===== src/pkg/pbcs_map.vh =====
// register map, field positions, reset values and frame constants of the basic control/status bank
`ifndef PBCS_MAP_VH
`define PBCS_MAP_VH

// ****************************************
// register indexes
// ****************************************
`define PBCS_CONTROL_REGISTER_INDEX 5'h00
`define PBCS_STATUS_REGISTER_INDEX  5'h01

// ****************************************
// control field positions
// ****************************************
`define PBCS_CTL_AUTONEG_ENABLE      12
`define PBCS_CTL_POWER_DOWN          11
`define PBCS_CTL_MII_ISOLATE         10
`define PBCS_CTL_RESTART_AUTONEG     9
`define PBCS_CTL_DUPLEX_SELECT       8
`define PBCS_CTL_COLLISION_TEST      7

// ****************************************
// reset values
// ****************************************
`define PBCS_RST_AUTONEG_ENABLE      1'h1
`define PBCS_RST_POWER_DOWN          1'h0
`define PBCS_RST_MII_ISOLATE         1'h0
`define PBCS_RST_RESTART_AUTONEG     1'h0
`define PBCS_RST_DUPLEX_SELECT       1'h0
`define PBCS_RST_COLLISION_TEST      1'h0

// ****************************************
// fixed status word: bit15 four-pair 0, bits 14..11 abilities 1, rest 0
// ****************************************
`define PBCS_STATUS_FIXED            16'h7800
`define PBCS_ISOLATE_STRAP_ADDR      5'h00

// ****************************************
// management frame
// ****************************************
`define PBCS_OP_READ                 2'h2
`define PBCS_OP_WRITE                2'h1
`define PBCS_ADDR_BITS               4'h9
`define PBCS_DATA_BITS               4'hf

`endif


===== src/rtl/pbcs_basic_regs.v =====
// basic control and status registers of the transceiver with the MII isolation and test steering they drive
//
// Operation
// - a 1 written to control bit 11 puts the device into its low-power mode.
// - in low-power mode the line pair and all indicators float and the MII is isolated.
// - control bit 10 at 1 isolates the MII while management access keeps working.
// - a 1 written to control bit 9 restarts negotiation and the bit clears itself after the restart.
// - control bit 8 picks full or half duplex and is ignored while bit 12 is set.
// - with control bit 7 set, collision follows transmit enable.
// - software cannot change any bit of the status register.
// - status bit 15 always reads 0.
// - status bits 14 and 13 always read 1.
// - status bits 12 and 11 always read 1.
// - control bit 12 enables negotiation and decides whether manual duplex is honoured.
// - an all-zero strapped address brings the device up isolated through control bit 10.
`timescale 1ns/100ps
`default_nettype none
`include "pbcs_map.vh"

module pbcs_basic_regs (
	// clock and reset
	input  wire        clock_i,
	input  wire        rst_n_i,
	// address strap, valid at reset release
	input  wire [4:0]  phy_addr_i,
	// serial management pins
	input  wire        mdc_i,
	input  wire        mdio_i,
	output wire        mdio_o,
	output wire        mdio_oe_n_o,
	// MII transmit inputs from the mac
	input  wire [3:0]  mii_txd_i,
	input  wire        mii_tx_en_i,
	input  wire        mii_tx_er_i,
	// transmit path towards the core
	output reg  [3:0]  core_txd_o,
	output reg         core_tx_en_o,
	output reg         core_tx_er_o,
	// MII outputs coming from the core
	input  wire        core_tx_clk_i,
	input  wire        core_rx_clk_i,
	input  wire [3:0]  core_rxd_i,
	input  wire        core_rx_dv_i,
	input  wire        core_rx_er_i,
	input  wire        core_col_i,
	input  wire        core_crs_i,
	// MII outputs towards the mac
	output reg         mii_tx_clk_o,
	output reg         mii_rx_clk_o,
	output reg  [3:0]  mii_rxd_o,
	output reg         mii_rx_dv_o,
	output reg         mii_rx_er_o,
	output reg         mii_col_o,
	output reg         mii_crs_o,
	output reg         mii_oe_n_o,
	// line transmit pair
	input  wire        core_line_tx_p_i,
	input  wire        core_line_tx_n_i,
	output reg         line_transmit_pair_p_o,
	output reg         line_transmit_pair_n_o,
	output reg         line_oe_n_o,
	// indicators
	input  wire [4:0]  core_led_i,
	output reg  [4:0]  led_o,
	output reg         led_oe_n_o,
	// negotiation and mode steering
	input  wire        an_full_duplex_i,
	output reg         autoneg_enable_o,
	output reg         autoneg_restart_o,
	output reg         full_duplex_o,
	output reg         power_down_o,
	output reg         isolated_o
);

	// ****************************************
	// control state
	// ****************************************
	reg         autoneg_enable;
	reg         power_down_ctl;
	reg         mii_isolate_ctl;
	reg         restart_autoneg_ctl;
	reg         duplex_select;
	reg         collision_test_ctl;
	reg         strap_taken;
	reg  [4:0]  own_addr;
	reg  [15:0] rd_data;
	reg  [15:0] next_rd_data;
	reg  [15:0] control_word;
	wire [4:0]  reg_addr;
	wire        wr_strobe;
	wire [15:0] wr_data;
	wire        ctl_wr;
	wire        isolate_now;

	assign ctl_wr = wr_strobe && (reg_addr == `PBCS_CONTROL_REGISTER_INDEX);
	assign isolate_now = mii_isolate_ctl | power_down_ctl;

	// ****************************************
	// management frame slave
	// ****************************************
	pbcs_mdio_slave u_mdio (
		.clock_i     (clock_i),
		.rst_n_i     (rst_n_i),
		.mdc_i       (mdc_i),
		.mdio_i      (mdio_i),
		.mdio_o      (mdio_o),
		.mdio_oe_n_o (mdio_oe_n_o),
		.phy_addr_i  (own_addr),
		.reg_addr_o  (reg_addr),
		.rd_data_i   (rd_data),
		.wr_strobe_o (wr_strobe),
		.wr_data_o   (wr_data)
	);

	// ****************************************
	// control register
	// ****************************************
	always @(posedge clock_i) begin
		if (!rst_n_i) begin
			autoneg_enable      <= `PBCS_RST_AUTONEG_ENABLE;
			power_down_ctl      <= `PBCS_RST_POWER_DOWN;
			mii_isolate_ctl     <= `PBCS_RST_MII_ISOLATE;
			restart_autoneg_ctl <= `PBCS_RST_RESTART_AUTONEG;
			duplex_select       <= `PBCS_RST_DUPLEX_SELECT;
			collision_test_ctl  <= `PBCS_RST_COLLISION_TEST;
			strap_taken         <= 1'h0;
			own_addr            <= 5'h00;
			autoneg_restart_o   <= 1'h0;
		end else begin
			autoneg_restart_o <= 1'h0;
			// strap caught once, on the first edge after release
			if (!strap_taken) begin
				strap_taken <= 1'h1;
				own_addr    <= phy_addr_i;
				mii_isolate_ctl <= (phy_addr_i == `PBCS_ISOLATE_STRAP_ADDR);
			end
			if (restart_autoneg_ctl) begin
				restart_autoneg_ctl <= 1'h0;
				autoneg_restart_o   <= 1'h1;
			end
			if (ctl_wr) begin
				autoneg_enable     <= wr_data[`PBCS_CTL_AUTONEG_ENABLE];
				power_down_ctl     <= wr_data[`PBCS_CTL_POWER_DOWN];
				mii_isolate_ctl    <= wr_data[`PBCS_CTL_MII_ISOLATE];
				duplex_select      <= wr_data[`PBCS_CTL_DUPLEX_SELECT];
				collision_test_ctl <= wr_data[`PBCS_CTL_COLLISION_TEST];
				// a new request in the clearing cycle wins over the clear
				if (wr_data[`PBCS_CTL_RESTART_AUTONEG]) begin
					restart_autoneg_ctl <= 1'h1;
				end
			end
		end
	end

	// ****************************************
	// read multiplexer
	// ****************************************
	always @* begin
		control_word = 16'h0000;
		control_word[`PBCS_CTL_AUTONEG_ENABLE]  = autoneg_enable;
		control_word[`PBCS_CTL_POWER_DOWN]      = power_down_ctl;
		control_word[`PBCS_CTL_MII_ISOLATE]     = mii_isolate_ctl;
		control_word[`PBCS_CTL_RESTART_AUTONEG] = restart_autoneg_ctl;
		control_word[`PBCS_CTL_DUPLEX_SELECT]   = duplex_select;
		control_word[`PBCS_CTL_COLLISION_TEST]  = collision_test_ctl;
		case (reg_addr)
			`PBCS_CONTROL_REGISTER_INDEX: begin
				next_rd_data = control_word;
			end
			`PBCS_STATUS_REGISTER_INDEX: begin
				next_rd_data = `PBCS_STATUS_FIXED;
			end
			default: begin
				next_rd_data = 16'h0000;
			end
		endcase
	end

	always @(posedge clock_i) begin
		if (!rst_n_i) begin
			rd_data <= 16'h0000;
		end else begin
			rd_data <= next_rd_data;
		end
	end

	// ****************************************
	// mode outputs
	// ****************************************
	always @(posedge clock_i) begin
		if (!rst_n_i) begin
			autoneg_enable_o <= `PBCS_RST_AUTONEG_ENABLE;
			full_duplex_o    <= 1'h0;
			power_down_o     <= 1'h0;
			isolated_o       <= 1'h0;
		end else begin
			autoneg_enable_o <= autoneg_enable;
			full_duplex_o    <= autoneg_enable ? an_full_duplex_i : duplex_select;
			power_down_o     <= power_down_ctl;
			isolated_o       <= isolate_now;
		end
	end

	// ****************************************
	// MII, line and indicator steering
	// ****************************************
	// one register stage on every pin; enables follow the same stage so data and float stay aligned
	always @(posedge clock_i) begin
		if (!rst_n_i) begin
			core_txd_o             <= 4'h0;
			core_tx_en_o           <= 1'h0;
			core_tx_er_o           <= 1'h0;
			mii_tx_clk_o           <= 1'h0;
			mii_rx_clk_o           <= 1'h0;
			mii_rxd_o              <= 4'h0;
			mii_rx_dv_o            <= 1'h0;
			mii_rx_er_o            <= 1'h0;
			mii_col_o              <= 1'h0;
			mii_crs_o              <= 1'h0;
			mii_oe_n_o             <= 1'h1;
			line_transmit_pair_p_o <= 1'h0;
			line_transmit_pair_n_o <= 1'h0;
			line_oe_n_o            <= 1'h1;
			led_o                  <= 5'h00;
			led_oe_n_o             <= 1'h1;
		end else begin
			core_txd_o   <= isolate_now ? 4'h0 : mii_txd_i;
			core_tx_en_o <= isolate_now ? 1'h0 : mii_tx_en_i;
			core_tx_er_o <= isolate_now ? 1'h0 : mii_tx_er_i;
			mii_tx_clk_o <= core_tx_clk_i;
			mii_rx_clk_o <= core_rx_clk_i;
			mii_rxd_o    <= core_rxd_i;
			mii_rx_dv_o  <= core_rx_dv_i;
			mii_rx_er_o  <= core_rx_er_i;
			mii_crs_o    <= core_crs_i;
			mii_col_o    <= collision_test_ctl ? mii_tx_en_i : core_col_i;
			mii_oe_n_o   <= isolate_now | ~strap_taken;
			line_transmit_pair_p_o <= core_line_tx_p_i;
			line_transmit_pair_n_o <= core_line_tx_n_i;
			line_oe_n_o  <= power_down_ctl | ~strap_taken;
			led_o        <= core_led_i;
			led_oe_n_o   <= power_down_ctl | ~strap_taken;
		end
	end

endmodule // pbcs_basic_regs
`default_nettype wire


===== src/rtl/pbcs_mdio_slave.v =====
// serial management frame slave: decodes frames sampled from mdc, returns read data, strobes writes
`timescale 1ns/100ps
`default_nettype none
`include "pbcs_map.vh"

module pbcs_mdio_slave (
	// clock and reset
	input  wire        clock_i,
	input  wire        rst_n_i,
	// serial management pins
	input  wire        mdc_i,
	input  wire        mdio_i,
	output reg         mdio_o,
	output reg         mdio_oe_n_o,
	// own address
	input  wire [4:0]  phy_addr_i,
	// register side
	output reg  [4:0]  reg_addr_o,
	input  wire [15:0] rd_data_i,
	output reg         wr_strobe_o,
	output reg  [15:0] wr_data_o
);

	// ****************************************
	// states
	// ****************************************
	localparam ST_IDLE  = 3'h0;
	localparam ST_START = 3'h1;
	localparam ST_OP    = 3'h2;
	localparam ST_ADDR  = 3'h3;
	localparam ST_TA    = 3'h4;
	localparam ST_DATA  = 3'h5;

	reg  [2:0]  state;
	reg  [3:0]  cnt;
	reg  [15:0] sh;
	reg  [1:0]  op;
	reg         hit;
	reg  [16:0] out_sh;
	reg         drv;
	reg         release_pend;
	reg         mdc_q;
	reg         mdc_prev;
	reg         mdio_q;
	wire        rise;
	wire        fall;
	wire [15:0] sh_in;

	assign rise  = mdc_q & ~mdc_prev;
	assign fall  = ~mdc_q & mdc_prev;
	assign sh_in = {sh[14:0], mdio_q};

	always @(posedge clock_i) begin
		if (!rst_n_i) begin
			// idle level of mdc is high: avoids a false rise after reset
			mdc_q        <= 1'h1;
			mdc_prev     <= 1'h1;
			mdio_q       <= 1'h1;
			state        <= ST_IDLE;
			cnt          <= 4'h0;
			sh           <= 16'h0000;
			op           <= 2'h0;
			hit          <= 1'h0;
			out_sh       <= 17'h00000;
			drv          <= 1'h0;
			release_pend <= 1'h0;
			mdio_o       <= 1'h1;
			mdio_oe_n_o  <= 1'h1;
			reg_addr_o   <= 5'h00;
			wr_strobe_o  <= 1'h0;
			wr_data_o    <= 16'h0000;
		end else begin
			mdc_q       <= mdc_i;
			mdc_prev    <= mdc_q;
			mdio_q      <= mdio_i;
			wr_strobe_o <= 1'h0;
			if (rise) begin
				case (state)
					ST_IDLE: begin
						// preamble may be suppressed: any 0 after idle opens a frame
						if (!mdio_q) begin
							state <= ST_START;
						end
					end
					ST_START: begin
						state <= mdio_q ? ST_OP : ST_IDLE;
						cnt   <= 4'h0;
					end
					ST_OP: begin
						op  <= {op[0], mdio_q};
						cnt <= cnt + 4'h1;
						if (cnt == 4'h1) begin
							state <= ST_ADDR;
							cnt   <= 4'h0;
						end
					end
					ST_ADDR: begin
						sh  <= sh_in;
						cnt <= cnt + 4'h1;
						if (cnt == `PBCS_ADDR_BITS) begin
							reg_addr_o <= sh_in[4:0];
							hit        <= (sh_in[9:5] == phy_addr_i);
							state      <= ST_TA;
							cnt        <= 4'h0;
						end
					end
					ST_TA: begin
						cnt <= cnt + 4'h1;
						if (cnt == 4'h0) begin
							if (hit && (op == `PBCS_OP_READ)) begin
								drv    <= 1'h1;
								out_sh <= {1'h0, rd_data_i};
							end
						end else begin
							state <= ST_DATA;
							cnt   <= 4'h0;
						end
					end
					ST_DATA: begin
						sh  <= sh_in;
						cnt <= cnt + 4'h1;
						if (cnt == `PBCS_DATA_BITS) begin
							state <= ST_IDLE;
							if (drv) begin
								release_pend <= 1'h1;
							end
							if (hit && (op == `PBCS_OP_WRITE)) begin
								wr_strobe_o <= 1'h1;
								wr_data_o   <= sh_in;
							end
						end
					end
					default: begin
						state <= ST_IDLE;
					end
				endcase
			end
			// read data changes on the falling mdc edge so the station samples it stable
			if (fall && drv) begin
				if (release_pend) begin
					drv          <= 1'h0;
					release_pend <= 1'h0;
					mdio_oe_n_o  <= 1'h1;
					mdio_o       <= 1'h1;
				end else begin
					mdio_o      <= out_sh[16];
					mdio_oe_n_o <= 1'h0;
					out_sh      <= {out_sh[15:0], 1'h0};
				end
			end
		end
	end

endmodule // pbcs_mdio_slave
`default_nettype wire


===== config.mk =====
export PLATFORM = sky130hd
export DESIGN_NAME = pbcs_basic_regs
export DESIGN_NICKNAME = d
export VERILOG_FILES = /design/src/rtl/pbcs_basic_regs.v /design/src/rtl/pbcs_mdio_slave.v
export VERILOG_INCLUDE_DIRS = /design/src /design/src/pkg
export SDC_FILE = /design/constraint.sdc
export NUM_CORES = 1
export LEC_CHECK = 0
export ABC_AREA = 1
export BUFFER_PORTS_ARGS = -buffer_cell sky130_fd_sc_hd__buf_2
export CAP_MARGIN = 20
export CORE_UTILIZATION = 45
export CTS_CLUSTER_SIZE = 24
export DETAILED_ROUTE_END_ITERATION = 10
export HOLD_SLACK_MARGIN = 0.02
export PLACE_DENSITY_LB_ADDON = 0.15
export SYNTH_ARGS = -nofsm -noshare
export SYNTH_HDL_FRONTEND = slang
export SYNTH_SLANG_ARGS = --single-unit

===== constraint.sdc =====
create_clock -name clock_i -period 2.4 [get_ports clock_i]
set_clock_uncertainty 0.1 [all_clocks]
set_input_delay 0.48 -clock clock_i [delete_from_list [all_inputs] [get_ports clock_i]]
set_output_delay 0.48 -clock clock_i [all_outputs]
set_load 0.02 [all_outputs]

# Word-level counts from Yosys, hierarchy flattened
# Cells that the tools add are included.
# Widths: inputs -> output; s select.
[op_classes] addsub=1 n_eq_ne=18 muxes=40 bitwise_logic=9 reduce_logical=19
[op_table] op="$mux 17" n=6
[op_table] op="$pmux 15 s2" n=1
[op_table] op="$mux 1" n=22
[op_table] op="$pmux 4 s5" n=1
[op_table] op="$pmux 3 s6" n=1
[op_table] op="$mux 3" n=5
[op_table] op="$mux 4" n=3
[op_table] op="$logic_not 5->1" n=2
[op_table] op="$eq 4x4->1 const B" n=2
[op_table] op="$ne 2x1->1 const B" n=4
[op_table] op="$reduce_and 2->1" n=4
[op_table] op="$reduce_and 4->1" n=2
[op_table] op="$eq 3x2->1 const B" n=2
[op_table] op="$eq 3x3->1 const B" n=2
[op_table] op="$reduce_and 6->1" n=1
[op_table] op="$eq 5x1->1 const B" n=1
[op_table] op="$eq 5x5->1" n=1
[op_table] op="$reduce_bool 5->1" n=1
[op_table] op="$add 4x1->4 const B" n=1
[op_table] op="$eq 4x1->1 const B" n=1
[op_table] op="$logic_and 1x1->1" n=4
[op_table] op="$logic_not 4->1" n=1
[op_table] op="$ne 2x2->1 const B" n=2
[op_table] op="$not 1->1" n=4
[op_table] op="9 further kinds" n=13
[totals] reg_bits=123 out_inout_bits=33

# Depth between registers and ports, before layout
# Gate-level depths: netlist of the first run.
[logic_depth] ltp_word=8 ltp_mapped=11

# By module
# A second synthesis of the first run with hierarchy kept.
[unflattened] cells_unflattened=629 hier_area_um2=4800.9
[by_module_without_submodules] mod="pbcs_mdio_slave" n_inst=1 cells_each=446 area_each_um2=3243.1 seq_area_each_um2=1421.4
[by_module_without_submodules] mod="pbcs_basic_regs" n_inst=1 cells_each=183 area_each_um2=1557.7 seq_area_each_um2=980.9

# Worst setup path after synthesis of the first run
# No wires, ideal clock.
[synth_path] path_type="flip-flop to flip-flop" from="reg u_mdio.cnt[0]" to="reg u_mdio.state[0]" setup_time_ps=118 arrival_time_ps=1234 required_time_ps=2182 slack_ps=948 path_stages_with_launch=11 path_buffers=0 period_less_slack_ps=1452 cell_sequence="dfxtp_1 > ha_1 > nand2_1 > nor2_4 > inv_1 > nand2_1 > nand3_1 > nor2_2 > nand2_1 > nand2_1 > nor2_1"
[synth_via] elab_chain_len=3 elab_cells_between_ends=9 cone_classes="7 x eq/ne; 2 x reduce/logical"
[synth_rtl] element="start: declaration" line="pbcs_mdio_slave.v:35" rtl="reg [3:0] cnt;"
[synth_rtl] element="start signal: assignment" line="pbcs_mdio_slave.v:91" rtl="cnt <= cnt + 4'h1;"
[synth_rtl] element="start signal: assignment" line="pbcs_mdio_slave.v:99" rtl="cnt <= cnt + 4'h1;"
[synth_rtl] element="start signal: assignment" line="pbcs_mdio_slave.v:108" rtl="cnt <= cnt + 4'h1;"
[synth_rtl] element="$eq 4x4->1 (no line) (tied with other cells)"
[synth_rtl] element="$ne 2x1->1 (no line) / $ne 2x2->1 (equally long branches)"
[synth_rtl] element="$reduce_and 6->1 (no line) (*)"
[synth_rtl] element="end signal: assignment" line="pbcs_mdio_slave.v:86" rtl="state <= mdio_q ? ST_OP : ST_IDLE;"
[synth_rtl] element="end: declaration" line="pbcs_mdio_slave.v:34" rtl="reg [2:0] state;"
# Mark *: on every way between the ends. The rest lies on a longest branch, timed or not.
# A chain may end at the register's enable or synchronous reset.

# Final worst setup path of the first run
[layout_path] from="reg u_mdio.cnt[0]" to="reg u_mdio.out_sh[13]"
[layout_via] elab_chain_len=6
[layout_rtl] element="$logic_not 4->1 (*)" line="pbcs_mdio_slave.v:109" rtl="if (cnt == 4'h0) begin"
[layout_rtl] element="$mux 17 (*)" line="pbcs_mdio_slave.v:109"
[layout_rtl] element="$mux 17 (*)" line="pbcs_mdio_slave.v:78" rtl="case (state)"
[layout_rtl] element="$mux 17 (*)" line="pbcs_mdio_slave.v:77" rtl="if (rise) begin"
[layout_rtl] element="$mux 17" line="pbcs_mdio_slave.v:140" rtl="if (release_pend) begin"
[layout_rtl] element="$mux 17 (*)" line="pbcs_mdio_slave.v:139" rtl="if (fall && drv) begin"
[layout_rtl] element="end signal: assignment" line="pbcs_mdio_slave.v:112" rtl="out_sh <= {1'h0, rd_data_i};"
[layout_rtl] element="end signal: assignment" line="pbcs_mdio_slave.v:148" rtl="out_sh <= {out_sh[15:0], 1'h0};"
[layout_rtl] element="end: declaration" line="pbcs_mdio_slave.v:39" rtl="reg [16:0] out_sh;"
# Marked as above.

==> flow_summary.yaml, run 1 <==
clock_network:
  cts_buffer_depth: 2
  hold_buffers: 0
  cts_setup_buffers: 0
  cts-root-buf: "clkbuf_8"
  cts_max_level: 3
  clkTransAtPathRegs_ns: 0.11
  post_cts_resized: 0
  cts_tree: "done"
  clk_latency_ns: 0.37
  cts_buffers: 9
  cts.sinks: 107
worst_hold_path:
  hp-start: "core_led_i[4]"
  holdPathStages: 3
  holdPathEnd: "led_o[4]"
  holdCritPathClass: "primary input to register"
grt:
  grt-busiest-layer: "met2"
  grt_antenna_before_repair: 0
  use_met2_pct: 26.0
  grt_pass1_wl_mm: 11.5
  use_met3_pct: 5.69
  grt_usage_pct: 16.2
  gr-total-overflow: 0
  grtUsageMet1_pct: 20.6
  grt_max_degree: 78
  grt_pass1_vias: 2582
power_and_ir_drop:
  combPwrFrac_pct: 5.9
  peakVddDrop_mv: 0.409
  leakagePower_uw: 0.00212
  power_density_mw_per_mm2: 688
  p_switching_uw: 744
  p_clk_share_pct: 36.0
  internal_power_uw: 2400
  p_seq_share_pct: 58.0
  p_sw_share_pct: 23.6
synth:
  yosysTopAreaCellShare_pct: 53.5
  synth.cell_area_mm2: 0.00400
  yosys.area.top_type: "dfxtp_1"
  avgSynthCellArea_um2: 8.04
  yosysWarnings: 0
  yosysSeqAreaShare_pct: 53.5
  syn_inst: 498
  synth_ff_type: "dfxtp_1"
  synth_seq_cells: 107
  synthTopCellsByArea: "dfxtp_1 54%, nand2_1 7.5%, inv_1 6.5%, o21ai_0 5.8%, a21oi_1 5.4%"
  synth_edf_count: 0
  ys_types: 35
  synthesis.nets: 534
  async_reset_ff_share_pct: 0
sta:
  max_freq_mhz: 561
  fin_crit_sh_pct: 74.2
  setup_violations: 0
  fin_crit_ns: 1.78
  hold_viol_final: 0
  slew_headroom_pct: 62.8
  tns_ns: 0
  worstMarginPinSlew_ns: 0.556
  rsz0062_at_grt: "false"
  maxSlewViolCount: 0
finish:
  n_antenna_cell: 0
  multi_input_area_mm2: 0.00146
  final_cell_mix: "107 x dfxtp_1, 80 x nand2_1, 69 x inv_1"
  postLayoutCellArea_mm2: 0.00457
  area_delta_synth_final_pct: 14.2
  nets: 592
  drive_above_1_share_pct: 18.9
  seqCellArea_mm2: 0.00214
  layout_commonest_cell: "dfxtp_1"
  fill_cells: 872
placed_design:
  dpl_cell_area_mm2: 0.00436
  dp_hpwl_mm: 4.93
  place.gp.congestion: 0.837
  portBuffers: 65
routing:
  postRouteAntennaNets: 0
  routed_wl_mm: 7.13
  wl_per_cell_um: 10.7
  drcViolationCount: 0
  via_per_inst: 4.60
  dr.pass1.iters: 4
  dr_total_vias: 3079
  first_iter_violations: 108
critical_path:
  worst-r2r-cell-count: 8
  worst_setup_path_start_kind: "register"
  worst-r2r-setup-slack_ns: 0.62
  end_kind: "register"
  worstPathArrival_ns: 1.94
  crit_fanout: 21
  r2r_start: "u_mdio.cnt[0]"
  rr_endpoint: "u_mdio.out_sh[13]"
  required_ns: 2.56
  critPathKind: "register to register"
die:
  die_w_um: 96.3
  fp.dieH_um: 96.3
  die_area_mm2: 0.00928
  num_rows: 34
  io_pins: 66
  core-area_mm2: 0.00868
  start_util_pct: 46.1
outcome:
  status: "complete, no violations"
job:
  drv_cap: 0
==> stage by stage <==
step	util [%]	hold WS (ns)	std cells	worst slack [ns]	power (uW)
5_1_grt	52.7	0.165	669	0.441	3280
6_report	52.7	0.180	669	0.618	3150
3_3_place_gp	50.3	0.333	653	0.696	2050
2_1_floorplan	-	0.305	498	0.948	1990
4_1_cts	52.7	0.165	669	0.613	3190
3_5_place_dp	50.3	0.338	653	0.630	2060
==> logic make-up (layout without fill, tap and decap cells) <==
| family | after synthesis | in the layout | share of synthesized area [%] |
|---|---|---|---|
| AOI/OAI and AO/OA | 111 | 111 | 14.6 |
| xor gates and xnor gates | 6 | 6 | 1.31 |
| adders and majority gates | 3 | 3 | 0.938 |
| buffers and inverters | 95 | 158 | 10.2 |
| DFF | 107 | 107 | 53.5 |
| and+or+nand+nor | 176 | 176 | 19.5 |
==> cell usage after synthesis, types with 2 or more instances <==
master and instances:
inv_2 5, o211ai_1 2, o21ai_1 13, nor3_1 5
buf_6 3, a21oi_1 43, xnor2_1 3, o21ai_0 46
or2_2 3, buf_1 2, o22ai_1 2, nand4_1 3
clkbuf_1 6, inv_1 69, nand2_1 80, buf_4 3
nand2_2 2, nor2_2 4, nor2_1 54, nor2_4 6
xor2_1 3, buf_2 4, dfxtp_1 107, nand3_1 17
ha_1 3
==> sequential cells by signal, indices dropped and copies added, names as in the netlist, 2 cells and up <==
name,flops
u_mdio.reg_addr_o,5
mii_rxd_o,4
led_o,5
rd_data,7
own_addr,5
u_mdio.state,3
core_txd_o,4
u_mdio.cnt,4
u_mdio.op,2
u_mdio.sh,12
u_mdio.wr_data_o,6
u_mdio.out_sh,17
==> critical path: stages (launching register included) <==
cell and delay (ns):
dfxtp_1 0.40, inv_1 0.09, ha_1 0.22, nand2_1 0.11, nor2_4 0.05, nand2_2 0.28
nand2_1 0.18, o21ai_1 0.15, a21oi_1 0.08
==> per-layer routing <==
| layer | share of wire (%) | up-vias |
|---|---|---|
| li1 | - | 1678 |
| met2 | 47 | 30 |
| met4 | 1.1 | 0 |
| met1 | 48 | 1362 |
| met5 | 0 | - |
| met3 | 3.4 | 9 |
==> worst max-delay path by stage <==
stage,start,to,slack (ns),cells after the start
3_3_place_gp,u_mdio.cnt[0],u_mdio.out_sh[13],0.70,8
5_1_grt,u_mdio.cnt[0],u_mdio.out_sh[13],0.44,8
6_report,u_mdio.cnt[0],u_mdio.out_sh[13],0.62,8
3_5_place_dp,u_mdio.cnt[0],u_mdio.out_sh[13],0.63,8
2_1_floorplan,u_mdio.cnt[0],u_mdio.state[0],0.95,10
4_1_cts,u_mdio.cnt[0],u_mdio.out_sh[13],0.61,8
==> cell type report <==
type	instances	area share [%]
Clock buffer	10	3.01
Clock inverter	6	1.56
Inverter	76	6.27
Multi-Input combinational cell	296	31.8
Sequential cell	107	46.8
Tap cell	108	2.95
Timing Repair Buffer	66	7.55
==> power groups by stage <==
stage | combinational, uW | clock, uW | sequential [uW]
6_report | 186 | 1130 | 1830
5_1_grt | 211 | 1240 | 1830
4_1_cts | 188 | 1170 | 1830
3_5_place_dp | 188 | 0 | 1870
3_3_place_gp | 185 | 0 | 1870
2_1_floorplan | 93.1 | 0 | 1890
Power figures use the tool's default switching activity.
==> inputs of run 2 (changes only) <==
clock period = 1.55 ns   (was 2.4 ns; I/O delays follow)
==> run 2 against run 1 <==
Power rose by 56%. Final cell count rose by 4.8%. Non-clock buffer count rose by 31. Global-route usage rose by 1.2 points. Combinational power rose by 79%. Wire length rose by 9.2%. Sequential share of layout area fell by 3.3 points. Core utilization rose by 4.3 points. Fmax rose by 20%. Via count rose by 5.6%. Sequential cell count did not move. Largest cell class unchanged.
==> flow_summary.yaml, run 2 (same netlist as run 1, synthesis figures left out) <==
critical_path:
  path_cells: "inv_2, ha_1, nand3_1, nand3b_1, buf_4, o21ai_0, a21oi_1"
  worst-r2r-setup-slack_ns: 0.07
  r2r_start: "u_mdio.cnt[1]"
  max_stage_delay_ns: 0.34
  critPathKind: "register to register"
  crit_family: "flip-flops"
  crit_fanout: 12
  rr_endpoint: "u_mdio.reg_addr_o[0]"
  worst_setup_path_start_kind: "register"
  worst-r2r-cell-count: 7
  end_kind: "register"
  crit_slowest_cell: "dfxtp_2"
  cp.buffers_inverters: 2
  worstPathArrival_ns: 1.64
  required_ns: 1.71
placed_design:
  dp_hpwl_mm: 5.19
  dpl_cell_area_mm2: 0.00446
  dp_cells: 666
  place.gp.congestion: 0.826
  portBuffers: 65
finish:
  n_antenna_cell: 0
  fin_util_pct: 57.0
  top_register: "u_mdio.out_sh"
  nets: 624
  final_cell_mix: "102 x dfxtp_1, 77 x nand2_1, 67 x inv_1"
  layout_commonest_cell: "dfxtp_1"
  largest_register_ffs: 17
  drive_above_1_share_pct: 23.6
  fill_cells: 833
  top_regs: "u_mdio.out_sh: 17 flops, u_mdio.sh: 12 flops, rd_data: 7 flops"
  postLayoutCellArea_mm2: 0.00495
  fin_cells: 701
  area_delta_synth_final_pct: 23.5
die:
  num_rows: 34
  start_util_pct: 46.1
  fp.dieH_um: 96.3
  core-area_mm2: 0.00868
  io_pins: 66
  die_area_mm2: 0.00928
  die_w_um: 96.3
grt:
  grt_pass1_vias: 2889
  grt_max_degree: 39
  grt_antenna_before_repair: 0
  grt_pass1_wl_mm: 12.5
  grt_usage_pct: 17.4
  gr-total-overflow: 0
routing:
  wl_per_cell_um: 11.1
  dr.pass1.iters: 4
  first_iter_violations: 59
  drcViolationCount: 0
  routed_wl_mm: 7.78
  dr_total_vias: 3250
  postRouteAntennaNets: 0
  via_per_inst: 4.64
clock_network:
  cts_buffer_depth: 2
  cts_tree: "done"
  cts_buffers: 9
  cts_max_level: 3
  clkTransAtPathRegs_ns: 0.09
  cts.sinks: 107
  cts-root-buf: "clkbuf_8"
  clk_latency_ns: 0.37
outcome:
  status: "complete, no violations"
job:
  drv_cap: 0
sta:
  maxSlewViolCount: 0
  fin_crit_sh_pct: 95.6
  fin_crit_ns: 1.48
  worstMarginPinSlew_ns: 0.348
  setup_violations: 0
  rsz0062_at_grt: "true"
  slew_headroom_pct: 76.7
  max_freq_mhz: 675
  hold_viol_final: 0
worst_hold_path:
  holdPathStages: 2
  hp-start: "mdc_i"
  holdCritPathClass: "primary input to register"
  holdPathEnd: "u_mdio.mdc_q"
power_and_ir_drop:
  leakagePower_uw: 0.00230
  power_density_mw_per_mm2: 991
  peakVddDrop_mv: 0.643
==> run 2: cell types whose count changed in the layout (fill, tap and decap cells not counted), sizes merged <==
cell / previous run / this run
buf: 66 / 80
clkinv: 4 / 3
dlygate4sd3: 0 / 17
inv: 76 / 77
o21ai: 60 / 61
==> run 2: what timing repair did <==
action / 4_1_cts / 5_1_grt
setup endpoints to repair: 1 / 51
resized for setup: 1 / 33
pin swaps: 1 / 5
setup buffers: 0 / 1
hold buffers: 17 / 0
gates cloned: 1 / 0
hold endpoints to repair: 17 / 0
==> run 2: per-layer routing <==
metal  vias up  track usage (%)  share of wire [%]
met5         -                0                  0
met4         0             5.88                1.2
met2        41             29.6                 48
li1       1748                -                  -
met1      1452             21.5                 48
met3         9             4.03                2.7
==> run 2: worst register-to-register path: stages (launching register included) <==
cell and delay, ns:
dfxtp_2 0.34, inv_2 0.08, ha_1 0.17, nand3_1 0.11
nand3b_1 0.18, buf_4 0.18, o21ai_0 0.15, a21oi_1 0.05
==> run 2: power breakdown <==
part	switching [uW]	internal (uW)	total [uW]
clock network	935	808	1740
logic	190	143	333
registers	27.1	2800	2830
total	1150	3750	4900
==> run 2: final cells by class <==
cell class | instances | area (um2) | share of cell area [%]
sequential | 107 | 2150 | 43.5
multi-input combinational | 297 | 1540 | 31.1
timing repair buffer | 97 | 621 | 12.5
inverter | 76 | 290 | 5.87
clock buffer | 10 | 138 | 2.78
tap | 108 | 135 | 2.73
clock inverter | 6 | 71.3 | 1.44
==> run 2: how the worst max path moves through the flow <==
| stage | start | endpoint | slack (ns) | cells past startpoint |
|---|---|---|---|---|
| after floorplan | u_mdio.cnt[0] | u_mdio.state[0] | 0.1 | 10 |
| after global placement | u_mdio.state[2] | u_mdio.sh[7] | 0.05 | 4 |
| after detailed placement | u_mdio.cnt[0] | u_mdio.out_sh[7] | 0.02 | 9 |
| after CTS | u_mdio.cnt[0] | u_mdio.out_sh[7] | 0.02 | 8 |
| after global routing | u_mdio.cnt[1] | u_mdio.state[1] | -0.04 | 9 |
| final | u_mdio.cnt[1] | u_mdio.reg_addr_o[0] | 0.07 | 7 |
==> run 2: per-stage QoR <==
stage	worst slack (ns)	total power, uW	hold WS, ns	TNS [ns]
6_report	0.0686	4900	0.0386	0
5_1_grt	-0.0444	5110	0.0345	-0.102
4_1_cts	0.0204	4980	0.0260	0
3_5_place_dp	0.0222	3190	0.338	0
3_3_place_gp	0.0495	3180	0.331	0
2_1_floorplan	0.0977	3080	0.238	0
